## src/hdl/irwd_pkg.sv

```systemverilog
// Purpose: shared constants and types of the infrared wake-up decoder
// Assumes: 8-bit register port, one 25 MHz clock
// Notes:   time limits are counts of 0.1 ms units
package irwd_pkg;

  // register offsets
  localparam logic [7:0] OFS_CONTROL      = 8'h13;
  localparam logic [7:0] OFS_WAKE_ADDR    = 8'h15;
  localparam logic [7:0] OFS_ADDR_MASK    = 8'h16;
  localparam logic [7:0] OFS_RECV_ADDR    = 8'h17;
  localparam logic [7:0] OFS_R0_LOW       = 8'h18;
  localparam logic [7:0] OFS_R0_HIGH      = 8'h19;
  localparam logic [7:0] OFS_R1_LOW       = 8'h1a;
  localparam logic [7:0] OFS_R1_HIGH      = 8'h1b;
  localparam logic [7:0] OFS_R2_LOW       = 8'h1c;
  localparam logic [7:0] OFS_R2_HIGH      = 8'h1d;
  localparam logic [7:0] OFS_R3_LOW       = 8'h1e;
  localparam logic [7:0] OFS_R3_HIGH      = 8'h1f;
  localparam logic [7:0] OFS_EVENT_STATUS = 8'h20;
  localparam logic [7:0] OFS_EVENT_MASK   = 8'h21;

  // reset values
  localparam logic [7:0] RST_CONTROL    = 8'h00;
  localparam logic [7:0] RST_WAKE_ADDR  = 8'h00;
  localparam logic [7:0] RST_ADDR_MASK  = 8'he0;
  localparam logic [7:0] RST_RECV_ADDR  = 8'h00;
  localparam logic [4:0] RST_R0_LOW     = 5'h10;
  localparam logic [4:0] RST_R0_HIGH    = 5'h14;
  localparam logic [4:0] RST_R1_LOW     = 5'h07;
  localparam logic [4:0] RST_R1_HIGH    = 5'h0b;
  localparam logic [7:0] RST_R2_LOW     = 8'h50;
  localparam logic [7:0] RST_R2_HIGH    = 8'h64;
  localparam logic [7:0] RST_R3_LOW     = 8'h28;
  localparam logic [7:0] RST_R3_HIGH    = 8'h32;
  localparam logic [7:0] RST_EVENT_MASK = 8'h00;

  // event status bit positions
  localparam int unsigned BIT_FRAME_DONE = 0;
  localparam int unsigned BIT_WAKE_MATCH = 5;

  // protocol select codes
  localparam logic [1:0] PROTO_BIPHASE  = 2'h0;
  localparam logic [1:0] PROTO_PULSEDIS = 2'h1;

  // frame geometry
  localparam logic [4:0] BIP_LAST_BIT   = 5'h0d;
  localparam logic [4:0] BIP_ADDR_FIRST = 5'h03;
  localparam logic [4:0] BIP_ADDR_LAST  = 5'h07;
  localparam logic [5:0] PD_ADDR_BITS   = 6'h08;
  localparam logic [5:0] PD_LAST_BIT    = 6'h1f;

  // timing: one limit unit is 0.1 ms
  localparam int unsigned CLK_PERIOD_NS = 40;
  localparam int unsigned TIME_UNIT_NS  = 100000;
  localparam int unsigned TICK_CYCLES   = TIME_UNIT_NS / CLK_PERIOD_NS;

  typedef struct packed {
    logic [1:0] rsvd_hi;
    logic [1:0] proto;
    logic       sel_b;
    logic       invert;
    logic       rsvd_lo;
    logic       enable;
  } irwd_ctrl_t;

  typedef struct packed {
    logic [7:0] low;
    logic [7:0] high;
  } irwd_range_t;

endpackage

```

## src/hdl/irwd_decoder.sv

```systemverilog
// Purpose: infrared remote wake-up decoder, bi-phase and pulse-distance
// Assumes: CLOCK at 25 MHz, receiver inputs asynchronous to CLOCK
// Notes:   decoded line level high means carrier burst present
//
// Function
// - control register resets to zero: bi-phase, input a, no invert, off.
// - control bit 3 picks receiver input b instead of input a.
// - control bit 2 inverts the chosen input before decoding.
// - enable bit 0 low keeps registers but blocks event status.
// - outer wake enable never gates the infrared event status.
// - enabled and address match under mask sets status bit 5.
// - address bits compare only where the mask bit is zero.
// - address mask resets to e0h, upper three bits ignored.
// - received address shifts into read-only register reset to zero.
// - all range limits count in units of 0.1 ms.
// - bi-phase full bit cell must fall in range 0, reset 10h/14h.
// - pulse-distance spacing in range 0 decodes a zero.
// - bi-phase half cell must fall in range 1, reset 07h/0bh.
// - pulse-distance spacing in range 1 decodes a one.
// - pulse-distance header pulse must fall in range 2.
// - pulse-distance post-header gap must fall in range 3.
//
// The strobed register port was chosen for this implementation.
`timescale 1ns/1ns
module irwd_decoder
  import irwd_pkg::*;
#(
  parameter int unsigned TICK_LEN = TICK_CYCLES
) (
  input  wire logic       CLOCK,
  input  wire logic       NRST,
  input  wire logic       CLK_EN,
  input  wire logic [7:0] REG_ADDR,
  input  wire logic [7:0] REG_WDATA,
  input  wire logic       REG_WR,
  input  wire logic       REG_RD,
  output logic      [7:0] REG_RDATA,
  input  wire logic       IR_RECEIVE_INPUT_A,
  input  wire logic       IR_RECEIVE_INPUT_B,
  output logic            IRQ,
  output logic            WAKE_MATCH
);

  typedef enum logic [2:0] {
    ST_IDLE,
    ST_PD_HEADER,
    ST_PD_GAP,
    ST_PD_BITS,
    ST_BIPHASE
  } irwd_state_t;

  // software-visible registers
  irwd_ctrl_t  ir_wake_control;
  logic [7:0]  ir_wake_address;
  logic [7:0]  ir_wake_address_mask;
  logic [7:0]  ir_received_address;
  logic [4:0]  r0_low;
  logic [4:0]  r0_high;
  logic [4:0]  r1_low;
  logic [4:0]  r1_high;
  irwd_range_t range2;
  irwd_range_t range3;
  logic [7:0]  event_status;
  logic [7:0]  event_mask;

  // receiver path
  logic [1:0]  sync_a;
  logic [1:0]  sync_b;
  logic        ir_level;
  logic        ir_prev;
  logic        edge_any;
  logic        edge_rise;
  logic        ir_receive_input_selected;
  logic        ctrl_written;

  // time base and interval counters
  logic [15:0] tick_cnt;
  logic        tick;
  logic [7:0]  lvl_cnt;
  logic [7:0]  rise_cnt;

  // frame decoder and status
  irwd_state_t state;
  logic [4:0]  half_pos;
  logic [5:0]  bit_cnt;
  logic        frame_done;
  logic        addr_match;
  logic        in_r0_lvl;
  logic        in_r1_lvl;
  logic        in_r0_rise;
  logic        in_r1_rise;
  logic        bip_full;
  logic [4:0]  next_half_pos;
  logic [7:0]  set_bits;
  logic [7:0]  clr_bits;
  logic        wr_hit;

  function automatic logic in_range(input logic [7:0] v, input logic [7:0] lo, input logic [7:0] hi);
    in_range = (v >= lo) && (v <= hi);
  endfunction

  // two-flop synchronisers, one per receiver input
  always_ff @(posedge CLOCK) begin
    if (!NRST) begin
      sync_a <= 2'h0;
      sync_b <= 2'h0;
    end else if (CLK_EN) begin
      sync_a <= {sync_a[0], IR_RECEIVE_INPUT_A};
      sync_b <= {sync_b[0], IR_RECEIVE_INPUT_B};
    end
  end

  // input pick and polarity, read only from second flops
  assign ir_receive_input_selected = ir_wake_control.sel_b ? sync_b[1] : sync_a[1];
  assign ir_level = ir_receive_input_selected ^ ir_wake_control.invert;
  // a control write can flip the level by itself, so that cycle is no receiver edge;
  // a true edge landing in the very same cycle is lost, a rare and harmless trade
  assign edge_any  = ir_level != ir_prev && !ctrl_written;
  assign edge_rise = ir_level && !ir_prev && !ctrl_written;

  always_ff @(posedge CLOCK) begin
    if (!NRST) begin
      ctrl_written <= 1'b0;
    end else if (CLK_EN) begin
      ctrl_written <= REG_WR && REG_ADDR == OFS_CONTROL;
    end
  end

  always_ff @(posedge CLOCK) begin
    if (!NRST) begin
      ir_prev <= 1'b0;
    end else if (CLK_EN) begin
      ir_prev <= ir_level;
    end
  end

  // 0.1 ms time base
  assign tick = tick_cnt == 16'(TICK_LEN - 1);

  always_ff @(posedge CLOCK) begin
    if (!NRST) begin
      tick_cnt <= 16'h0000;
    end else if (CLK_EN) begin
      tick_cnt <= tick ? 16'h0000 : tick_cnt + 16'h0001;
    end
  end

  // interval counters saturate so a long idle never wraps into a valid range
  always_ff @(posedge CLOCK) begin
    if (!NRST) begin
      lvl_cnt  <= 8'h00;
      rise_cnt <= 8'h00;
    end else if (CLK_EN) begin
      if (edge_any) begin
        lvl_cnt <= 8'h00;
      end else if (tick && lvl_cnt != 8'hff) begin
        lvl_cnt <= lvl_cnt + 8'h01;
      end
      if (edge_rise) begin
        rise_cnt <= 8'h00;
      end else if (tick && rise_cnt != 8'hff) begin
        rise_cnt <= rise_cnt + 8'h01;
      end
    end
  end

  // range classification of the interval just ended
  assign in_r0_lvl  = in_range(lvl_cnt, {3'h0, r0_low}, {3'h0, r0_high});
  assign in_r1_lvl  = in_range(lvl_cnt, {3'h0, r1_low}, {3'h0, r1_high});
  assign in_r0_rise = in_range(rise_cnt, {3'h0, r0_low}, {3'h0, r0_high});
  assign in_r1_rise = in_range(rise_cnt, {3'h0, r1_low}, {3'h0, r1_high});
  assign bip_full   = in_r0_lvl && !in_r1_lvl;
  assign next_half_pos = half_pos + (bip_full ? 5'h02 : 5'h01);

  // frame decoder; a reserved protocol code leaves it idle
  always_ff @(posedge CLOCK) begin
    if (!NRST) begin
      state               <= ST_IDLE;
      half_pos            <= 5'h00;
      bit_cnt             <= 6'h00;
      frame_done          <= 1'b0;
      ir_received_address <= RST_RECV_ADDR;
    end else if (CLK_EN) begin
      frame_done <= 1'b0;
      unique case (state)
        ST_IDLE: begin
          if (edge_rise && ir_wake_control.proto == PROTO_PULSEDIS) begin
            state               <= ST_PD_HEADER;
            ir_received_address <= 8'h00;
          end else if (edge_rise && ir_wake_control.proto == PROTO_BIPHASE) begin
            // first rise is the middle of the first start bit
            state               <= ST_BIPHASE;
            half_pos            <= 5'h01;
            ir_received_address <= 8'h00;
          end
        end
        ST_PD_HEADER: begin
          if (edge_any) begin
            state <= in_range(lvl_cnt, range2.low, range2.high) ? ST_PD_GAP : ST_IDLE;
          end
        end
        ST_PD_GAP: begin
          if (edge_any) begin
            bit_cnt <= 6'h00;
            state   <= in_range(lvl_cnt, range3.low, range3.high) ? ST_PD_BITS : ST_IDLE;
          end
        end
        ST_PD_BITS: begin
          if (edge_rise) begin
            if (!in_r0_rise && !in_r1_rise) begin
              state <= ST_IDLE;
            end else begin
              // range 0 wins if software makes the ranges overlap
              if (bit_cnt < PD_ADDR_BITS) begin
                ir_received_address <= {!in_r0_rise, ir_received_address[7:1]};
              end
              bit_cnt <= bit_cnt + 6'h01;
              if (bit_cnt == PD_LAST_BIT) begin
                state      <= ST_IDLE;
                frame_done <= 1'b1;
              end
            end
          end else if (lvl_cnt == 8'hff) begin
            state <= ST_IDLE;
          end
        end
        ST_BIPHASE: begin
          if (edge_any) begin
            // a full cell may only start at a mid-bit edge
            if ((!in_r0_lvl && !in_r1_lvl) || (bip_full && !half_pos[0])) begin
              state <= ST_IDLE;
            end else begin
              half_pos <= next_half_pos;
              if (next_half_pos[0]) begin
                if (next_half_pos[4:1] >= BIP_ADDR_FIRST[3:0] &&
                    next_half_pos[4:1] <= BIP_ADDR_LAST[3:0]) begin
                  ir_received_address <= {ir_received_address[6:0], ir_level};
                end
                if (next_half_pos[4:1] == BIP_LAST_BIT[3:0]) begin
                  state      <= ST_IDLE;
                  frame_done <= 1'b1;
                end
              end
            end
          end else if (lvl_cnt == 8'hff) begin
            state <= ST_IDLE;
          end
        end
      endcase
    end
  end

  // masked compare of captured and programmed address
  assign addr_match = ((ir_received_address ^ ir_wake_address) & ~ir_wake_address_mask) == 8'h00;

  // only the decoder enable gates the status, no outer enable exists here
  always_comb begin
    set_bits = 8'h00;
    set_bits[BIT_FRAME_DONE] = frame_done && ir_wake_control.enable;
    set_bits[BIT_WAKE_MATCH] = frame_done && ir_wake_control.enable && addr_match;
    clr_bits = (REG_WR && REG_ADDR == OFS_EVENT_STATUS) ? REG_WDATA : 8'h00;
  end

  // sticky status: a set in the clearing cycle survives
  always_ff @(posedge CLOCK) begin
    if (!NRST) begin
      event_status <= 8'h00;
      IRQ          <= 1'b0;
      WAKE_MATCH   <= 1'b0;
    end else if (CLK_EN) begin
      event_status <= (event_status & ~clr_bits) | set_bits;
      IRQ          <= |(((event_status & ~clr_bits) | set_bits) & event_mask);
      WAKE_MATCH   <= set_bits[BIT_WAKE_MATCH];
    end
  end

  // register writes; reserved bits are not stored
  assign wr_hit = REG_WR;

  always_ff @(posedge CLOCK) begin
    if (!NRST) begin
      ir_wake_control      <= irwd_ctrl_t'(RST_CONTROL);
      ir_wake_address      <= RST_WAKE_ADDR;
      ir_wake_address_mask <= RST_ADDR_MASK;
      r0_low               <= RST_R0_LOW;
      r0_high              <= RST_R0_HIGH;
      r1_low               <= RST_R1_LOW;
      r1_high              <= RST_R1_HIGH;
      range2               <= '{low: RST_R2_LOW, high: RST_R2_HIGH};
      range3               <= '{low: RST_R3_LOW, high: RST_R3_HIGH};
      event_mask           <= RST_EVENT_MASK;
    end else if (CLK_EN && wr_hit) begin
      unique case (REG_ADDR)
        OFS_CONTROL: begin
          ir_wake_control.proto  <= REG_WDATA[5:4];
          ir_wake_control.sel_b  <= REG_WDATA[3];
          ir_wake_control.invert <= REG_WDATA[2];
          ir_wake_control.enable <= REG_WDATA[0];
        end
        OFS_WAKE_ADDR:  ir_wake_address      <= REG_WDATA;
        OFS_ADDR_MASK:  ir_wake_address_mask <= REG_WDATA;
        OFS_R0_LOW:     r0_low               <= REG_WDATA[4:0];
        OFS_R0_HIGH:    r0_high              <= REG_WDATA[4:0];
        OFS_R1_LOW:     r1_low               <= REG_WDATA[4:0];
        OFS_R1_HIGH:    r1_high              <= REG_WDATA[4:0];
        OFS_R2_LOW:     range2.low           <= REG_WDATA;
        OFS_R2_HIGH:    range2.high          <= REG_WDATA;
        OFS_R3_LOW:     range3.low           <= REG_WDATA;
        OFS_R3_HIGH:    range3.high          <= REG_WDATA;
        OFS_EVENT_MASK: event_mask           <= REG_WDATA;
        default: begin
        end
      endcase
    end
  end

  // read data one cycle after the strobe, zero otherwise and when unmapped
  always_ff @(posedge CLOCK) begin
    if (!NRST) begin
      REG_RDATA <= 8'h00;
    end else if (CLK_EN) begin
      REG_RDATA <= 8'h00;
      if (REG_RD) begin
        unique case (REG_ADDR)
          OFS_CONTROL:      REG_RDATA <= {2'h0, ir_wake_control.proto, ir_wake_control.sel_b,
                                          ir_wake_control.invert, 1'b0, ir_wake_control.enable};
          OFS_WAKE_ADDR:    REG_RDATA <= ir_wake_address;
          OFS_ADDR_MASK:    REG_RDATA <= ir_wake_address_mask;
          OFS_RECV_ADDR:    REG_RDATA <= ir_received_address;
          OFS_R0_LOW:       REG_RDATA <= {3'h0, r0_low};
          OFS_R0_HIGH:      REG_RDATA <= {3'h0, r0_high};
          OFS_R1_LOW:       REG_RDATA <= {3'h0, r1_low};
          OFS_R1_HIGH:      REG_RDATA <= {3'h0, r1_high};
          OFS_R2_LOW:       REG_RDATA <= range2.low;
          OFS_R2_HIGH:      REG_RDATA <= range2.high;
          OFS_R3_LOW:       REG_RDATA <= range3.low;
          OFS_R3_HIGH:      REG_RDATA <= range3.high;
          OFS_EVENT_STATUS: REG_RDATA <= event_status;
          OFS_EVENT_MASK:   REG_RDATA <= event_mask;
          default:          REG_RDATA <= 8'h00;
        endcase
      end
    end
  end

endmodule

```

## config.mk

```make
export PLATFORM = sky130hd
export DESIGN_NAME = irwd_decoder
export DESIGN_NICKNAME = d
export VERILOG_FILES = /design/src/hdl/irwd_pkg.sv /design/src/hdl/irwd_decoder.sv
export SDC_FILE = /design/constraint.sdc
export NUM_CORES = 1
export LEC_CHECK = 0
export BUFFER_PORTS_ARGS = -buffer_cell sky130_fd_sc_hd__clkbuf_2
export CAP_MARGIN = 20
export CORE_MARGIN = 1.5
export CORE_UTILIZATION = 57
export CTS_CLUSTER_DIAMETER = 60
export CTS_CLUSTER_SIZE = 14
export DETAILED_ROUTE_END_ITERATION = 8
export PLACE_DENSITY = 0.77
export SLEW_MARGIN = 20
export SYNTH_ARGS = -nofsm -noshare
export SYNTH_HDL_FRONTEND = slang
export SYNTH_SLANG_ARGS = --single-unit
```

## constraint.sdc

```tcl
create_clock -name CLOCK -period 4 [get_ports CLOCK]
set_input_delay 0.6 -clock CLOCK [delete_from_list [all_inputs] [get_ports CLOCK]]
set_output_delay 0.6 -clock CLOCK [all_outputs]
set_load 0.05 [all_outputs]
```

==> qor.yml <==
outcome:
  status: "finished, final reports clean"
layout:
  top_regs: "range2: 16 flops, range3: 16 flops, tick_cnt: 16 flops"
  fin_area_um2: 10700
  postLayoutCoreUtil: 0.665
  syn_to_final_growth_pct: 13.1
  final_nets: 1277
  diodes: 0
  drive_gt1_frac: 0.124
timing:
  slew_viol_final: 0
  setup_viol_count_final: 0
  relSlewSlack: 0.448
  fmax_ghz: 0.260
  rsz0062_at_grt: "true"
  fin_crit_sh: 0.963
  fin_crit_ns: 3.85
  hold_violations: 0
  tightest_slew_ns: 0.823
  skew_ns: 0.00980
route:
  drtPass1Iterations: 5
  ant_nets: 0
  wl_per_cell_um: 20.4
  drt_iter0_drc: 942
  viasPerCell: 6.33
  wl_um: 28600
  vias: 8873
  drc: 0
run:
  cap_viol_max_count: 0
die:
  io_pins: 33
  die_w_um: 132
  fp.dieH_um: 132
  fp.coreArea_um2: 16100
  dieArea_um2: 17300
  core.rowCount: 46
  start_util: 0.588
synthesis:
  synth_common_cells: "dfxtp_1, nand2_1, nor2_1, ha_1, mux2i_1"
  synth_top_area_share: 0.339
  syn_inst: 1133
  synth_area_per_cell_um2: 8.33
  ys_ff_latch: 160
  synth-async-reset-ratio: 0
  synth_area_um2: 9440
  yosysTopAreaCell: "dfxtp_1"
  synth_edf_count: 0
  ys.warnings.count: 0
  synth_area_leaders: "dfxtp_1, ha_1, mux2i_1"
  ys_seq_area_frac: 0.339
  synthDistinctLibCells: 71
  synthesis.nets: 1237
  synth_flop_cell: "dfxtp_1"
  yosysMostFrequentCell: "dfxtp_1"
critical_path:
  crit_path_start_kind: "flop"
  worst_ep_required_time_ns: 4.35
  crit_type: "flop to flop"
  end_kind: "flop"
  cp.arrival_ns: 4.20
  crit_family: "compound AO/OA/AOI/OAI gates"
  max_stage_delay_ns: 0.48
  crit_chain: "inv_1 -> ha_1 -> nor2b_1 -> o211ai_1 -> a21oi_1 -> nor3_2 -> nand2b_4 -> ha_1 -> inv_1 -> fa_2 -> or3_1 -> a21oi_1 -> o21ai_1 -> a221o_2 -> a221oi_1"
  crit_fanout: 8
  cpMaxStageDelayCell: "a221o_2"
  cp.buffers_inverters: 2
clock_tree:
  cts_tree: "done"
  clkSlewWorstSetupHoldPaths_ns: 0.07
  hold_buffers: 0
  htree_levels: 4
  clock_latency_ns: 0.44
  numCtsBuffers: 17
  clkSinkCount: 160
  clockRootBuffer: "clkbuf_16"
  clk_path_buf_depth: 2
place:
  place.gp.congestion: 0.960
  post_dp_cell_area_um2: 9960
  hpwl_um: 20400
  io_buffers: 32
global_routing:
  grt_start_max_net_pins: 44
  first_global_vias: 8212
  overflow: 0
  grt_pass1_wl_um: 44900
  track_usage: 0.328
  antenna_found_initial: 1
power_and_ir_drop:
  cellLeakagePower_nw: 4.19
  p_total_mw: 3.49
  powerDensity_nw_per_um2: 327
  vdd_drop_max_mv: 0.291
worst_hold_path:
  hp-class: "input port to flop"
==> layer usage <==
layer	share of wire	GRT usage
met1	0.43	0.442
met2	0.44	0.516
met3	0.092	0.0714
met4	0.035	0.118
met5	0.00042	0
==> through the flow <==
stage / cells / hold WS [ns] / worst slack [ns] / setup TNS (ns)
floorplan: 1133 / 0.424 / 0.120 / 0
CTS: 1400 / 0.418 / 0.0232 / 0
finish: 1401 / 0.409 / 0.149 / 0
global route: 1401 / 0.452 / 0.00596 / 0
detailed placement: 1369 / 0.440 / -0.136 / -0.625
global placement: 1369 / 0.435 / 0.0328 / 0
==> worst paths after layout <==
check	start	end	slack, ns	depth (start not counted)
hold / removal	IR_RECEIVE_INPUT_A	sync_a[0]	0.41	3
setup / recovery	r0_high[1]	ir_received_address[5]	0.15	15
hold reg to reg	event_status[6]	event_status[6]	0.45	2
setup reg to reg	r0_high[1]	ir_received_address[5]	0.15	15
==> what timing repair did <==
action / 4_1_cts / 5_1_grt
pin swaps: 0 / 11
resized for setup: 6 / 20
endpoints found under the hold margin: 0 / 0
buffers inserted: 0 / 1
setup endpoints to repair: 12 / 12
==> power breakdown <==
part | internal (mW) | switching [mW] | total, mW
clock network | 0.945 | 0.719 | 1.66
logic | 0.0597 | 0.146 | 0.206
registers | 1.60 | 0.0140 | 1.62
total | 2.61 | 0.879 | 3.49
==> logic make-up (layout without fill, tap and decap cells) <==
| logic type | count (synthesis) | after routing | synth area share |
|---|---|---|---|
| simple gates | 407 | 407 | 0.205 |
| fa+ha+maj | 82 | 82 | 0.109 |
| buf+inv | 116 | 168 | 0.0476 |
| flops | 160 | 160 | 0.339 |
| xor+xnor | 37 | 37 | 0.0343 |
| mux | 74 | 74 | 0.0815 |
| compound gates | 257 | 257 | 0.183 |
==> cells in the final DEF, fill, tap and decap left out, drive strengths merged, types with 4 or more instances in the layout <==
cell type  netlist  layout
o2111ai          5       5
a2111oi          7       7
a22oi           16      16
buf             10      42
ha              80      80
nand2          142     142
nand3           33      33
a21oi           60      60
and3            10      10
o41ai            8       8
dfxtp          160     160
nor3b            7       7
a221oi          11      11
and2             9       9
a21o             9       9
nor3            14      14
clkbuf          43      50
a22o             4       4
or3              8       8
a211oi          10      10
nand4           24      24
xnor2           14      14
nor4             5       5
o22ai            8       8
a32oi            5       5
nor2b           20      20
o211ai          32      32
inv             63      69
o21a             5       5
nor2           115     115
nor4b            4       4
nand2b           6       6
xor2            23      23
o21ai           52      52
mux2i           69      69
==> worst min-delay path, delay by kind of cell <==
kind / cells / cell delay (ns)
mux: 1 / 0.06
simple gates: 1 / 0.07
buf+inv: 1 / 0.08
==> cell type report <==
| cell class | count | area (µm²) |
|---|---|---|
| tap | 216 | 270 |
| multi-input combinational | 857 | 5900 |
| fill | 1331 | 5380 |
| clock buffer | 18 | 439 |
| inverter | 63 | 236 |
| sequential | 160 | 3210 |
| clock inverter | 13 | 150 |
| timing repair buffer | 74 | 475 |
Note: power is estimated with default switching activity, not from simulation.
